### src/design/fpm_pkg.sv
// Functional notes
// - Fault-mask mode lights a port LED green when that port is monitored.
// - Signaling contact activates when a monitored port has no valid link.
// - Link state of unmonitored ports never affects the signaling contact.
// - Digital-input mode, third mode LED alone, shows inputs green at 1.
// - Third mode LED and digital-input mode exist only on variants with inputs.
// - One switch enables standby, the other activates redundancy manager.
// - Both switches are sampled only at start-up and after a button reset, other changes ignored.
// - Brief press advances the display mode; mode LEDs show current mode.
// - Port-status mode: 3 s hold flashes mode LEDs, 2 s more resets.
// - Button reset returns every setting to its factory default.
// - Fault-mask mode: 2 s hold flashes, 2 s more captures links and supplies.
// - Press during 20 s start-up enters firmware load; next press leaves.
// - Fiber ports detect a cable break and drop their port status.
// - Fiber ports run only at 100 Mbps, never link at 10 Mbps.
// - Present digital input states are readable for management gets.
// - When enabled, an input change raises a notification event.
// - Port-status LEDs: dark, steady, or one to four flashes; yellow receive.
package fpm_pkg;
   localparam int CLK_KHZ = 40_000;
   localparam int STARTUP_MS = 20_000;
   localparam int HOLD_RESET_MS = 3_000;
   localparam int HOLD_MASK_MS = 2_000;
   localparam int HOLD_CONFIRM_MS = 2_000;
   localparam int DEBOUNCE_MS = 20;
   localparam int BLINK_SLOT_MS = 125;
   localparam int STARTUP_CYC = STARTUP_MS * CLK_KHZ;
   localparam int HOLD_RESET_CYC = HOLD_RESET_MS * CLK_KHZ;
   localparam int HOLD_MASK_CYC = HOLD_MASK_MS * CLK_KHZ;
   localparam int HOLD_CONFIRM_CYC = HOLD_CONFIRM_MS * CLK_KHZ;
   localparam int DEBOUNCE_CYC = DEBOUNCE_MS * CLK_KHZ;
   localparam int BLINK_SLOT_CYC = BLINK_SLOT_MS * CLK_KHZ;
   localparam int CNT_W = 30;
   localparam int NPORT_DEF = 8;
   localparam int NDIN_DEF = 4;
   localparam int NSUP = 2;
   localparam int BLINK_SLOTS = 10;
   localparam int FLASH_CODES = 4;
   localparam logic MASK_RST_BIT = 1'b1;
   localparam logic [2:0] MODE_LED_OFF = 3'h0;

   typedef enum logic [2:0] {
      MD_PORT = 3'b000,
      MD_SPEED = 3'b001,
      MD_DUPLEX = 3'b010,
      MD_MASK = 3'b011,
      MD_DIN = 3'b100
   } fpm_mode_t;

   typedef enum logic [2:0] {
      ST_IDLE = 3'b000,
      ST_HOLD = 3'b001,
      ST_ARMED = 3'b010,
      ST_WAIT = 3'b011,
      ST_FW_HELD = 3'b100,
      ST_FW_RUN = 3'b101
   } fpm_state_t;

   // Mode ring; the input mode is skipped on variants without inputs
   function automatic fpm_mode_t fpm_next_mode(input fpm_mode_t m, input logic has_din);
      case (m)
         MD_PORT: fpm_next_mode = MD_SPEED;
         MD_SPEED: fpm_next_mode = MD_DUPLEX;
         MD_DUPLEX: fpm_next_mode = MD_MASK;
         MD_MASK: fpm_next_mode = has_din ? MD_DIN : MD_PORT;
         default: fpm_next_mode = MD_PORT;
      endcase
   endfunction : fpm_next_mode
endpackage : fpm_pkg

### src/design/fpm_front_panel.sv
`timescale 1ns/1ps
module fpm_front_panel #(
   parameter int NPORT = fpm_pkg::NPORT_DEF,
   parameter int NDIN = fpm_pkg::NDIN_DEF,
   parameter logic HAS_DIN = 1'b1,
   parameter logic [NPORT-1:0] FIBER_MASK = '0,
   parameter int STARTUP_CYC = fpm_pkg::STARTUP_CYC,
   parameter int HOLD_RESET_CYC = fpm_pkg::HOLD_RESET_CYC,
   parameter int HOLD_MASK_CYC = fpm_pkg::HOLD_MASK_CYC,
   parameter int HOLD_CONFIRM_CYC = fpm_pkg::HOLD_CONFIRM_CYC,
   parameter int DEBOUNCE_CYC = fpm_pkg::DEBOUNCE_CYC,
   parameter int BLINK_SLOT_CYC = fpm_pkg::BLINK_SLOT_CYC
) (
   input wire logic clk,
   input wire logic nrst,
   input wire logic btn_raw,
   input wire logic stby_sw,
   input wire logic redundancy_manager_switch,
   input wire logic [NPORT-1:0] link_raw,
   input wire logic [NPORT-1:0] sig_ok,
   input wire logic [NPORT-1:0] speed100,
   input wire logic [NPORT-1:0] full_dup,
   input wire logic [NPORT-1:0] rx_act,
   input wire logic [NPORT-1:0] port_stby,
   input wire logic [NPORT-1:0] port_seg,
   input wire logic [NPORT-1:0] port_off,
   input wire logic [NPORT-1:0] port_mirr,
   input wire logic [fpm_pkg::NSUP-1:0] supply_ok,
   input wire logic [NDIN-1:0] din,
   input wire logic din_notify_en,
   output logic [NPORT-1:0] port_led_grn_q,
   output logic [NPORT-1:0] port_led_yel_q,
   output logic [2:0] mode_led_q,
   output logic [NPORT-1:0] mask_port_q,
   output logic [fpm_pkg::NSUP-1:0] mask_sup_q,
   output logic sig_contact_q,
   output logic stby_en_q,
   output logic rm_en_q,
   output logic factory_reset_q,
   output logic fw_load_q,
   output logic [NDIN-1:0] din_state_q,
   output logic din_change_q
);
   import fpm_pkg::*;
   localparam logic [CNT_W-1:0] RESET_LIM = CNT_W'(HOLD_RESET_CYC - 1);
   localparam logic [CNT_W-1:0] MASK_LIM = CNT_W'(HOLD_MASK_CYC - 1);
   localparam logic [CNT_W-1:0] CONFIRM_LIM = CNT_W'(HOLD_CONFIRM_CYC - 1);
   localparam logic [CNT_W-1:0] START_LIM = CNT_W'(STARTUP_CYC - 1);

   logic btn_db, btn_prev_q, flash;
   logic [FLASH_CODES:1] code;
   logic [NPORT-1:0] link_eff;
   logic port_fault, sup_fault;

   //////////////////////////////////////////////////////////////////////////
   // Button conditioning and flash patterns

   fpm_debounce #(.CYC(DEBOUNCE_CYC)) u_db (
      .clk(clk),
      .nrst(nrst),
      .raw(btn_raw),
      .level_q(btn_db)
   );

   fpm_blink #(.SLOT_CYC(BLINK_SLOT_CYC)) u_blink (
      .clk(clk),
      .nrst(nrst),
      .flash_q(flash),
      .code_q(code)
   );

   //////////////////////////////////////////////////////////////////////////
   // Link qualification and fault sum

   // A fiber port counts as linked only with light and at 100 Mbps
   assign link_eff = link_raw & (~FIBER_MASK | (sig_ok & speed100));
   assign port_fault = |(mask_port_q & ~link_eff);
   assign sup_fault = |(mask_sup_q & ~supply_ok);

   //////////////////////////////////////////////////////////////////////////
   // Start-up window, switch straps and button sequencer

   fpm_state_t st_q, st_d;
   fpm_mode_t mode_q, mode_d;
   logic [CNT_W-1:0] hold_q, hold_d, start_q, start_d;
   logic starting_q, starting_d, sampled_q, sampled_d;
   logic stby_en_d, rm_en_d, reset_d, capture;
   logic [NPORT-1:0] mask_port_d;
   logic [NSUP-1:0] mask_sup_d;

   // Straps are caught after reset release and again after a button factory reset, never otherwise
   always_comb begin
      sampled_d = 1'b1;
      stby_en_d = stby_en_q;
      rm_en_d = rm_en_q;
      if (!sampled_q) begin
         stby_en_d = stby_sw;
         rm_en_d = redundancy_manager_switch;
      end
      if (factory_reset_q) begin
         sampled_d = 1'b0;
      end
      starting_d = starting_q && (start_q != START_LIM);
      start_d = starting_q ? start_q + 1'b1 : start_q;
   end

   // Hold timing runs only while the debounced button stays down
   always_comb begin
      st_d = st_q;
      mode_d = mode_q;
      hold_d = hold_q;
      reset_d = 1'b0;
      capture = 1'b0;
      case (st_q)
         ST_IDLE: begin
            hold_d = '0;
            if (btn_db && !btn_prev_q) begin
               st_d = starting_q ? ST_FW_HELD : ST_HOLD;
            end
         end
         ST_HOLD: begin
            if (!btn_db) begin
               st_d = ST_IDLE;
               if (hold_q <= ((mode_q == MD_PORT) ? RESET_LIM : MASK_LIM)) begin
                  mode_d = fpm_next_mode(mode_q, HAS_DIN);
               end
            end else if (mode_q == MD_PORT && hold_q == RESET_LIM) begin
               st_d = ST_ARMED;
               hold_d = '0;
            end else if (mode_q == MD_MASK && hold_q == MASK_LIM) begin
               st_d = ST_ARMED;
               hold_d = '0;
            end else if (hold_q <= RESET_LIM) begin
               hold_d = hold_q + 1'b1;
            end
         end
         ST_ARMED: begin
            if (!btn_db) begin
               st_d = ST_IDLE;
            end else if (hold_q == CONFIRM_LIM) begin
               st_d = ST_WAIT;
               reset_d = (mode_q == MD_PORT);
               capture = (mode_q == MD_MASK);
            end else begin
               hold_d = hold_q + 1'b1;
            end
         end
         ST_WAIT: begin
            if (!btn_db) begin
               st_d = ST_IDLE;
            end
         end
         ST_FW_HELD: begin
            if (!btn_db) begin
               st_d = ST_FW_RUN;
            end
         end
         ST_FW_RUN: begin
            if (btn_db) begin
               st_d = ST_WAIT;
            end
         end
         default: st_d = ST_IDLE;
      endcase
      if (reset_d) begin
         mode_d = MD_PORT;
      end
   end

   // Mask: factory default on reset, snapshot on capture
   always_comb begin
      mask_port_d = mask_port_q;
      mask_sup_d = mask_sup_q;
      if (reset_d) begin
         mask_port_d = {NPORT{MASK_RST_BIT}};
         mask_sup_d = {NSUP{MASK_RST_BIT}};
      end else if (capture) begin
         mask_port_d = link_eff;
         mask_sup_d = supply_ok;
      end
   end

   always_ff @(posedge clk or negedge nrst) begin
      if (!nrst) begin
         st_q <= ST_IDLE;
         mode_q <= MD_PORT;
         hold_q <= '0;
         start_q <= '0;
         starting_q <= 1'b1;
         sampled_q <= 1'b0;
         stby_en_q <= 1'b0;
         rm_en_q <= 1'b0;
         factory_reset_q <= 1'b0;
         btn_prev_q <= 1'b0;
         mask_port_q <= {NPORT{MASK_RST_BIT}};
         mask_sup_q <= {NSUP{MASK_RST_BIT}};
      end else begin
         st_q <= st_d;
         mode_q <= mode_d;
         hold_q <= hold_d;
         start_q <= start_d;
         starting_q <= starting_d;
         sampled_q <= sampled_d;
         stby_en_q <= stby_en_d;
         rm_en_q <= rm_en_d;
         factory_reset_q <= reset_d;
         btn_prev_q <= btn_db;
         mask_port_q <= mask_port_d;
         mask_sup_q <= mask_sup_d;
      end
   end

   //////////////////////////////////////////////////////////////////////////
   // Displays, signaling contact and digital inputs

   logic [NPORT-1:0] grn_d, yel_d;
   logic [2:0] mode_led_d;
   logic fw_load_d, contact_d, din_change_d;
   logic [NDIN-1:0] din_state_d;

   genvar gi;
   generate
      for (gi = 0; gi < NPORT; gi++) begin : g_port
         logic ps_grn;
         // Flash codes win over steady green; no link leaves the LED dark
         always_comb begin
            if (!link_eff[gi]) ps_grn = 1'b0;
            else if (port_stby[gi]) ps_grn = code[1];
            else if (port_seg[gi]) ps_grn = code[2];
            else if (port_off[gi]) ps_grn = code[3];
            else if (port_mirr[gi]) ps_grn = code[4];
            else ps_grn = 1'b1;
         end
         always_comb begin
            yel_d[gi] = 1'b0;
            case (mode_q)
               MD_PORT: begin
                  grn_d[gi] = ps_grn;
                  yel_d[gi] = link_eff[gi] && rx_act[gi];
               end
               MD_SPEED: grn_d[gi] = link_eff[gi] && speed100[gi];
               MD_DUPLEX: grn_d[gi] = link_eff[gi] && full_dup[gi];
               MD_MASK: grn_d[gi] = mask_port_q[gi];
               MD_DIN: grn_d[gi] = (gi < NDIN) ? din[gi % NDIN] : 1'b0;
               default: grn_d[gi] = 1'b0;
            endcase
         end
      end
   endgenerate

   // Mode LEDs carry the mode code; flashing states show all of them blinking
   always_comb begin
      fw_load_d = (st_d == ST_FW_HELD) || (st_d == ST_FW_RUN);
      if (fw_load_d || st_d == ST_ARMED) begin
         mode_led_d = {3{flash}};
      end else begin
         mode_led_d = mode_d;
      end
      if (!HAS_DIN) begin
         mode_led_d[2] = 1'b0;
      end
      contact_d = port_fault || sup_fault;
      din_state_d = din;
      din_change_d = din_notify_en && (din != din_state_q);
   end

   always_ff @(posedge clk or negedge nrst) begin
      if (!nrst) begin
         port_led_grn_q <= '0;
         port_led_yel_q <= '0;
         mode_led_q <= MODE_LED_OFF;
         fw_load_q <= 1'b0;
         sig_contact_q <= 1'b0;
         din_state_q <= '0;
         din_change_q <= 1'b0;
      end else begin
         port_led_grn_q <= grn_d;
         port_led_yel_q <= yel_d;
         mode_led_q <= mode_led_d;
         fw_load_q <= fw_load_d;
         sig_contact_q <= contact_d;
         din_state_q <= din_state_d;
         din_change_q <= din_change_d;
      end
   end

   //////////////////////////////////////////////////////////////////////////
   // Checks

   contact_set_a: assert property (@(posedge clk) disable iff (!nrst)
      port_fault |=> sig_contact_q) else $error("monitored link loss missed");
   contact_excl_a: assert property (@(posedge clk) disable iff (!nrst)
      (!port_fault && !sup_fault) |=> !sig_contact_q) else $error("contact without fault");
   supply_fault_a: assert property (@(posedge clk) disable iff (!nrst)
      sup_fault |=> sig_contact_q) else $error("monitored supply loss missed");
   mask_led_a: assert property (@(posedge clk) disable iff (!nrst)
      (mode_q == MD_MASK) |=> port_led_grn_q == $past(mask_port_q))
      else $error("mask display wrong");
   din_led_a: assert property (@(posedge clk) disable iff (!nrst)
      (mode_q == MD_DIN && st_d == ST_IDLE && mode_d == MD_DIN)
      |=> mode_led_q == 3'h4 && port_led_grn_q[0] == $past(din[0]))
      else $error("input display wrong");
   no_din_led_a: assert property (@(posedge clk) disable iff (!nrst)
      !HAS_DIN |-> !mode_led_q[2] && mode_q != MD_DIN) else $error("input mode present");
   strap_hold_a: assert property (@(posedge clk) disable iff (!nrst)
      (sampled_q && $past(sampled_q)) |-> $stable(stby_en_q) && $stable(rm_en_q))
      else $error("switch resampled while running");
   mode_step_a: assert property (@(posedge clk) disable iff (!nrst)
      (st_q == ST_HOLD && !btn_db && hold_q < MASK_LIM)
      |=> mode_q == fpm_next_mode($past(mode_q), HAS_DIN)) else $error("press not advanced");
   reset_dflt_a: assert property (@(posedge clk) disable iff (!nrst)
      factory_reset_q |-> mode_q == MD_PORT && &mask_port_q && &mask_sup_q)
      else $error("reset did not restore defaults");
   capture_a: assert property (@(posedge clk) disable iff (!nrst)
      capture |=> mask_port_q == $past(link_eff) && mask_sup_q == $past(supply_ok))
      else $error("mask capture wrong");
   fw_enter_a: assert property (@(posedge clk) disable iff (!nrst)
      (st_q == ST_IDLE && starting_q && btn_db && !btn_prev_q) |=> ##1 fw_load_q)
      else $error("firmware load not entered");
   fiber_rate_a: assert property (@(posedge clk) disable iff (!nrst)
      (|(FIBER_MASK & ~speed100)) |-> (FIBER_MASK & ~speed100 & link_eff) == '0)
      else $error("fiber linked at 10");
endmodule : fpm_front_panel

### src/design/fpm_debounce.sv
`timescale 1ns/1ps
module fpm_debounce #(
   parameter int CYC = fpm_pkg::DEBOUNCE_CYC
) (
   input wire logic clk,
   input wire logic nrst,
   input wire logic raw,
   output logic level_q
);
   import fpm_pkg::*;
   localparam int W = $clog2(CYC + 1);
   localparam logic [W-1:0] LIM = W'(CYC - 1);

   logic sync1_q, sync2_q, level_d;
   logic [W-1:0] cnt_q, cnt_d;

   // Level only follows after the input stayed different for CYC cycles
   always_comb begin
      level_d = level_q;
      cnt_d = '0;
      if (sync2_q != level_q) begin
         cnt_d = cnt_q + 1'b1;
         if (cnt_q == LIM) begin
            level_d = sync2_q;
            cnt_d = '0;
         end
      end
   end

   always_ff @(posedge clk or negedge nrst) begin
      if (!nrst) begin
         sync1_q <= 1'b0;
         sync2_q <= 1'b0;
         level_q <= 1'b0;
         cnt_q <= '0;
      end else begin
         sync1_q <= raw;
         sync2_q <= sync1_q;
         level_q <= level_d;
         cnt_q <= cnt_d;
      end
   end
endmodule : fpm_debounce

### src/design/fpm_blink.sv
`timescale 1ns/1ps
module fpm_blink #(
   parameter int SLOT_CYC = fpm_pkg::BLINK_SLOT_CYC
) (
   input wire logic clk,
   input wire logic nrst,
   output logic flash_q,
   output logic [fpm_pkg::FLASH_CODES:1] code_q
);
   import fpm_pkg::*;
   localparam int W = $clog2(SLOT_CYC + 1);
   localparam logic [W-1:0] LIM = W'(SLOT_CYC - 1);
   localparam logic [3:0] LAST = 4'(BLINK_SLOTS - 1);
   localparam logic [3:0] HALF = 4'(BLINK_SLOTS / 2);

   logic [W-1:0] cnt_q, cnt_d;
   logic [3:0] slot_q, slot_d;
   logic flash_d;
   logic [FLASH_CODES:1] code_d;

   // Period of BLINK_SLOTS slots; code n lights in the first n even slots
   always_comb begin
      cnt_d = cnt_q + 1'b1;
      slot_d = slot_q;
      if (cnt_q == LIM) begin
         cnt_d = '0;
         slot_d = (slot_q == LAST) ? 4'h0 : slot_q + 4'h1;
      end
      flash_d = (slot_d < HALF);
      for (int n = 1; n <= FLASH_CODES; n++) begin
         code_d[n] = !slot_d[0] && (slot_d < 4'(2 * n));
      end
   end

   always_ff @(posedge clk or negedge nrst) begin
      if (!nrst) begin
         cnt_q <= '0;
         slot_q <= 4'h0;
         flash_q <= 1'b0;
         code_q <= '0;
      end else begin
         cnt_q <= cnt_d;
         slot_q <= slot_d;
         flash_q <= flash_d;
         code_q <= code_d;
      end
   end
endmodule : fpm_blink

### config.mk
export PLATFORM = sky130hd
export DESIGN_NAME = fpm_front_panel
export DESIGN_NICKNAME = d
export VERILOG_FILES = /design/src/design/fpm_pkg.sv /design/src/design/fpm_front_panel.sv /design/src/design/fpm_debounce.sv /design/src/design/fpm_blink.sv
export SDC_FILE = /design/constraint.sdc
export NUM_CORES = 1
export LEC_CHECK = 0
export BUFFER_PORTS_ARGS = -buffer_cell sky130_fd_sc_hd__buf_4
export CORE_MARGIN = 8
export CORE_UTILIZATION = 45
export CTS_CLUSTER_DIAMETER = 200
export CTS_CLUSTER_SIZE = 8
export DETAILED_ROUTE_END_ITERATION = 10
export PLACE_DENSITY = 0.67
export SLEW_MARGIN = 20
export SYNTH_ARGS = -nofsm -noshare
export SYNTH_HDL_FRONTEND = slang
export SYNTH_HIERARCHICAL = 1
export SYNTH_SLANG_ARGS = --single-unit
### constraint.sdc
create_clock -name clk -period 5 [get_ports clk]
set_input_delay 1 -clock clk [delete_from_list [all_inputs] [get_ports clk]]
set_output_delay 1 -clock clk [all_outputs]
set_load 0.02 [all_outputs]
# == After elaboration in Yosys (flattened, before gate mapping) ==
# Index checks and enable logic that the tools add are counted.
# totals
ff_bits,163
in_bits,84
output_inout_bits,39
word_cells,210
# classes
add_sub_neg,5
order_cmp,7
n_eq_ne,24
n_mux,97
n_bitwise,4
n_reduce_logical,46
# ops
operator,n
30-bit 2-to-1 mux,6
30-bit one-hot mux with 3 select lines,1
30-bit by 1-bit adder with 30-bit output (second input constant),2
30-bit by 27-bit == test with 1-bit output (second input constant),2
1-bit 2-to-1 mux,55
3-bit 2-to-1 mux,15
20-bit 2-to-1 mux,2
1-bit logical AND,33
30-bit by 27-bit <= comparator with 1-bit output,1
30-bit by 27-bit <= comparator with 1-bit output (second input constant),1
30-bit inequality test (second input constant),1
26-bit 2-to-1 mux,1
23-bit by 1-bit adder with 23-bit output (second input constant),1
23-bit == test (second input constant),1
23-bit 2-to-1 mux,1
20-bit by 1-bit adder with 20-bit output (second input constant),1
20-bit == test (second input constant),1
1-bit one-hot mux with 5 select lines,4
3-bit one-hot mux with 6 select lines,1
8-bit 2-to-1 mux,2
1-bit one-hot mux with 4 select lines,4
3-bit by 2-bit == test with 1-bit output (second input constant),5
3-bit == test (second input constant),5
4-bit by 3-bit < comparator with 1-bit output (second input constant),3
other kinds (26),34

# == Longest topological paths before layout ==
# logic_depth
word_depth,10
ltp_mapped,11
depth_no_buf,10

# == By module ==
# Netlist, hierarchy kept.
# by_module_without_submodules
module,instances,cells_per_inst,area_each_um2,seq_area_each_um2
fpm_front_panel,1,612,5846.9,2716.4
fpm_blink,1,153,1630.3,800.8
fpm_debounce,1,110,1116.1,575.6

# == Worst setup path before layout ==
# Ideal clock, no wire load.
# synth_timing
path_type,reg-to-reg
from,register mode_q[0]
to,register mode_led_q[0]
setup_time_ns,0.125
arrival_ns,3.189
required_time_ns,4.875
setup_slack_ns,1.686
stages_incl_launch_ff,12
n_path_buf,1
period_less_slack_ns,3.314
cell_sequence,dfrtp_1 buf_2 nor3_1 inv_2 ha_1 nand3_1 or4_1 and4bb_1 nor2_1 a21oi_4 mux2_2 mux2_2
# synth_between
elab_cells_between_ends,26
cone_classes,order compare (1); eq/ne (6); mux (14); reduce/logical (5)
# synth_lines
item,line,text
start: declaration,fpm_front_panel.sv:84,"fpm_mode_t mode_q, mode_d;"
start signal: assignment,fpm_front_panel.sv:199,mode_q <= mode_d;
3-bit logical NOT,"fpm_pkg.sv:61, fpm_front_panel.sv:124, fpm_front_panel.sv:142",
26-bit 2-to-1 mux,fpm_front_panel.sv:124,if (hold_q <= ((mode_q == MD_PORT) ? RESET_LIM : MASK_LIM)) begin
30-bit by 27-bit <= comparator with 1-bit output,fpm_front_panel.sv:124,
3-bit 2-to-1 mux,fpm_front_panel.sv:124,
3-bit 2-to-1 mux,fpm_front_panel.sv:122,if (!btn_db) begin
3-bit 2-to-1 mux,fpm_front_panel.sv:114,case (st_q)
3-bit 2-to-1 mux (*),fpm_front_panel.sv:165,if (reset_d) begin
via mode_d[0],fpm_front_panel.sv:84,
3-bit 2-to-1 mux (*),fpm_front_panel.sv:254,if (fw_load_d || st_d == ST_ARMED) begin
via mode_led_d[0],fpm_front_panel.sv:217,logic [2:0] mode_led_d;
end signal: assignment,fpm_front_panel.sv:279,mode_led_q <= mode_led_d;
end: declaration,fpm_front_panel.sv:33,"output logic [2:0] mode_led_q,"
# The timed path passes the listed nets; every way through them passes the cells marked *.
# A chain may end at the register's enable or synchronous reset.

# == Worst setup path in the final report ==
# layout_timing
from,register hold_q[0]
to,register mask_port_q[3]
# layout_between
elab_chain_cells,5
elab_cells_between_ends,9
cone_classes,eq/ne (1); mux (7); reduce/logical (1)
# layout_rtl
item,line,text
start: declaration,fpm_front_panel.sv:85,"logic [CNT_W-1:0] hold_q, hold_d, start_q, start_d;"
start signal: assignment,fpm_front_panel.sv:200,hold_q <= hold_d;
30-bit by 27-bit == test with 1-bit output (*),fpm_front_panel.sv:140,end else if (hold_q == CONFIRM_LIM) begin
1-bit 2-to-1 mux,fpm_front_panel.sv:140,
1-bit 2-to-1 mux,fpm_front_panel.sv:138,if (!btn_db) begin
1-bit 2-to-1 mux,fpm_front_panel.sv:114,
8-bit 2-to-1 mux or 2-bit nonzero test (tied branches),-,
end signal: assignment,fpm_front_panel.sv:195,mask_port_q <= {NPORT{MASK_RST_BIT}};
end signal: assignment,fpm_front_panel.sv:208,mask_port_q <= mask_port_d;
end: declaration,fpm_front_panel.sv:34,"output logic [NPORT-1:0] mask_port_q,"
# Mark *: on every way between the ends. The rest lies on a longest branch, timed or not.

==> metrics.yaml <==
die_area_um2: 23800
drtAntennaViolNets: 0
routedWlPerCell_um: 16.4
period_needed_ns: 3.60
synth-edff-count: 0
ys.flop_type: "dfrtp_1"
grt_max_degree: 76
fin_worst_skew_ns: 0.0117
end_kind: "flop"
power_leakage_nw: 4.40
rsz0062_at_grt: "false"
clk_latency_ns: 0.42
path_max_fanout: 11
critical_path.max_stage_delay_ns: 0.89
core_um2: 18700
syn_inst: 875
relSlewSlack_pct: 30.8
max_slew.worst_pin.slew_ns: 1.03
r2r_end: "mask_port_q[3]$_DFFE_PN1P_"
cts_buffers: 17
grt_pass1_wl_um: 33700
final_cell_area_um2: 10200
gp_congestion: 0.866
rows: 50
drive_gt1_share_pct: 19.8
synth_cell_type_count: 74
antenna_found_initial: 0
vdd_ir_drop_max_v: 0.000225
min_from: "u_db/sync1_q$_DFF_PN0_"
netlist_area_um2: 8590
h-tree-depth: 4
post_dp_cell_area_um2: 9610
wl_um: 20100
postSynthAreaPerCell_um2: 9.82
total_power_mw: 2.78
clockRootBuffer: "clkbuf_16"
cap_violations: 0
max_freq_ghz: 0.278
io-pin-count: 123
timing.rr.start: "hold_q[0]$_DFFE_PN0P_"
gr-total-overflow: 0
path_clk_slew_ns: 0.06
drv_slew: 0
worstHoldPathType: "reg2reg"
drtPass1Iterations: 5
clk_path_buf_depth: 2
powerDensity_nw_per_um2: 272
vias: 6845
syn2layout_area_growth_pct: 18.8
drt_iter0_drc: 453
worstPathArrival_ns: 3.96
synth_warnings: 6
place_worst_setup_slack_ns: 1.56
setup_tns_ns: 0
timing_worst_setup_path_type: "reg2reg"
synth-async-reset-ratio_pct: 100
postCtsResizedCells: 0
crit_chain: "ha_1 > nand4_1 > or2_2 > nor4_1 > nand3_1 > nand2_1 > o22a_1"
vias_per_cell: 5.58
post_cts_buffers: 0
whs_endpoint: "u_db/sync2_q$_DFF_PN0_"
hold_violations: 0
grt_pass1_vias: 6646
cp_top_family: "simple AND/OR/NAND/NOR gates"
fin_nets: 1074
initial_utilization_pct: 45.9
status: "finished clean"
cp.buffers_inverters: 0
required_ns: 5.36
critPathSlowestCell: "nor4_1"
final_common_cell: "dfrtp_1"
synth-seq-cells: 163
synthesis.nets: 970
cts_tree: "done"
port_buffers: 114
whs_path_depth: 0
fin_ws_ns: 1.40
grt_usage_pct: 17.0
reg2reg_depth: 7
cts_hold_buf: 0
die_w_um: 154
ys_seq_area_share_pct: 47.6
hold_slack_ns: 0.377
hpwl_um: 14500
mostFrequentLayoutCells: "dfrtp_1, buf_4, nor2_1"
critPathLaunchType: "flop"
cts_sinks: 163
setup_viol: 0
reg2reg_slack_ns: 1.40
die_y_um: 154
fin_crit_sh_pct: 72.0
remaining_drc_errors: 0
[flip-flops by register name, indices dropped and copies added, names as in the netlist, 2 cells and up]
name            cells
u_blink/slot_q      4
hold_q             30
port_led_grn_q      8
mask_port_q         8
start_q            30
mode_led_q          3
st_q                3
port_led_yel_q      8
u_db/cnt_q         20
u_blink/code_q      4
mode_q              3
mask_sup_q          2
din_state_q         4
u_blink/cnt_q      23
[routing by layer]
| metal | wire length (µm) | global-route usage (%) | vias to the layer above |
|---|---|---|---|
| met1 | 9580 | 23.0 | 3288 |
| met5 | 0 | 0 | - |
| li1 | - | - | 3387 |
| met3 | 918 | 4.15 | 21 |
| met2 | 9390 | 27.0 | 149 |
| met4 | 207 | 4.06 | 0 |
[area by class of cell]
| type | instances | area [µm²] |
|---|---|---|
| diodes | 1 | 2.50 |
| clock buffers | 23 | 488 |
| clock inverters | 8 | 101 |
| fillers | 1661 | 8500 |
| inverters | 29 | 109 |
| multi-input cells | 649 | 4220 |
| flip-flops and latches | 163 | 4090 |
| well taps | 234 | 293 |
| repair buffers | 119 | 897 |
[report_power, final]
group | leakage, nW | switching (mW) | internal (mW) | total [mW]
Clock | 0.281 | 0.509 | 0.785 | 1.29
Sequential | 2.15 | 0.00645 | 1.33 | 1.34
Combinational | 1.97 | 0.0749 | 0.0684 | 0.143
Total | 4.40 | 0.590 | 2.19 | 2.78
[per-stage QoR]
stage | utilization [%] | std cells
2_1_floorplan | - | 875
3_3_place_gp | 51.4 | 1194
3_5_place_dp | 51.4 | 1194
4_1_cts | 54.5 | 1225
5_1_grt | 54.5 | 1225
6_report | 54.6 | 1226
[worst max-delay path by stage]
stage	slack, ns	start	endpoint	cells after the start
6_report	1.40	hold_q[0]$_DFFE_PN0P_	mask_port_q[3]$_DFFE_PN1P_	7
5_1_grt	1.23	hold_q[0]$_DFFE_PN0P_	mask_port_q[3]$_DFFE_PN1P_	7
4_1_cts	1.54	hold_q[0]$_DFFE_PN0P_	mask_port_q[3]$_DFFE_PN1P_	7
3_5_place_dp	1.56	hold_q[0]$_DFFE_PN0P_	mask_port_q[3]$_DFFE_PN1P_	7
3_3_place_gp	1.59	hold_q[0]$_DFFE_PN0P_	mask_sup_q[1]$_DFFE_PN1P_	7
2_1_floorplan	1.69	mode_q[0]$_DFF_PN0_	mode_led_q[0]$_DFF_PN0_	11
[cells by family after synthesis]
family	share of synthesized area, %
AND/OR/NAND/NOR	23.8
flip-flops	47.6
AO/OA/AOI/OAI	12.3
XOR/XNOR	8.56
buffers and inverters	3.29
multiplexers	2.61
adder cells (fa/ha/maj)	1.72
[Yosys cell counts, types with 8 or more instances]
library cell	number	share of area [%]
nor3_1	22	1.3
o21ai_0	37	2.2
nand3_1	54	3.1
or3_1	13	0.95
dfstp_2	11	3.4
a21oi_1	35	2.0
nor2_1	76	3.3
ha_1	11	1.6
and3_1	21	1.5
nor4b_1	8	0.82
nand4_1	32	2.3
dfrtp_1	152	44
inv_1	28	1.2
clkbuf_1	24	1.0
o22ai_1	8	0.58
mux2_2	11	1.4
mux2i_1	10	1.2
nor4_1	17	1.2
xor2_1	24	2.4
xnor2_1	60	6.1
nand2_1	71	3.1
a211oi_1	15	1.3
o22a_1	10	1.0
nor2b_1	9	0.66
(Power assumes the default switching activity.)
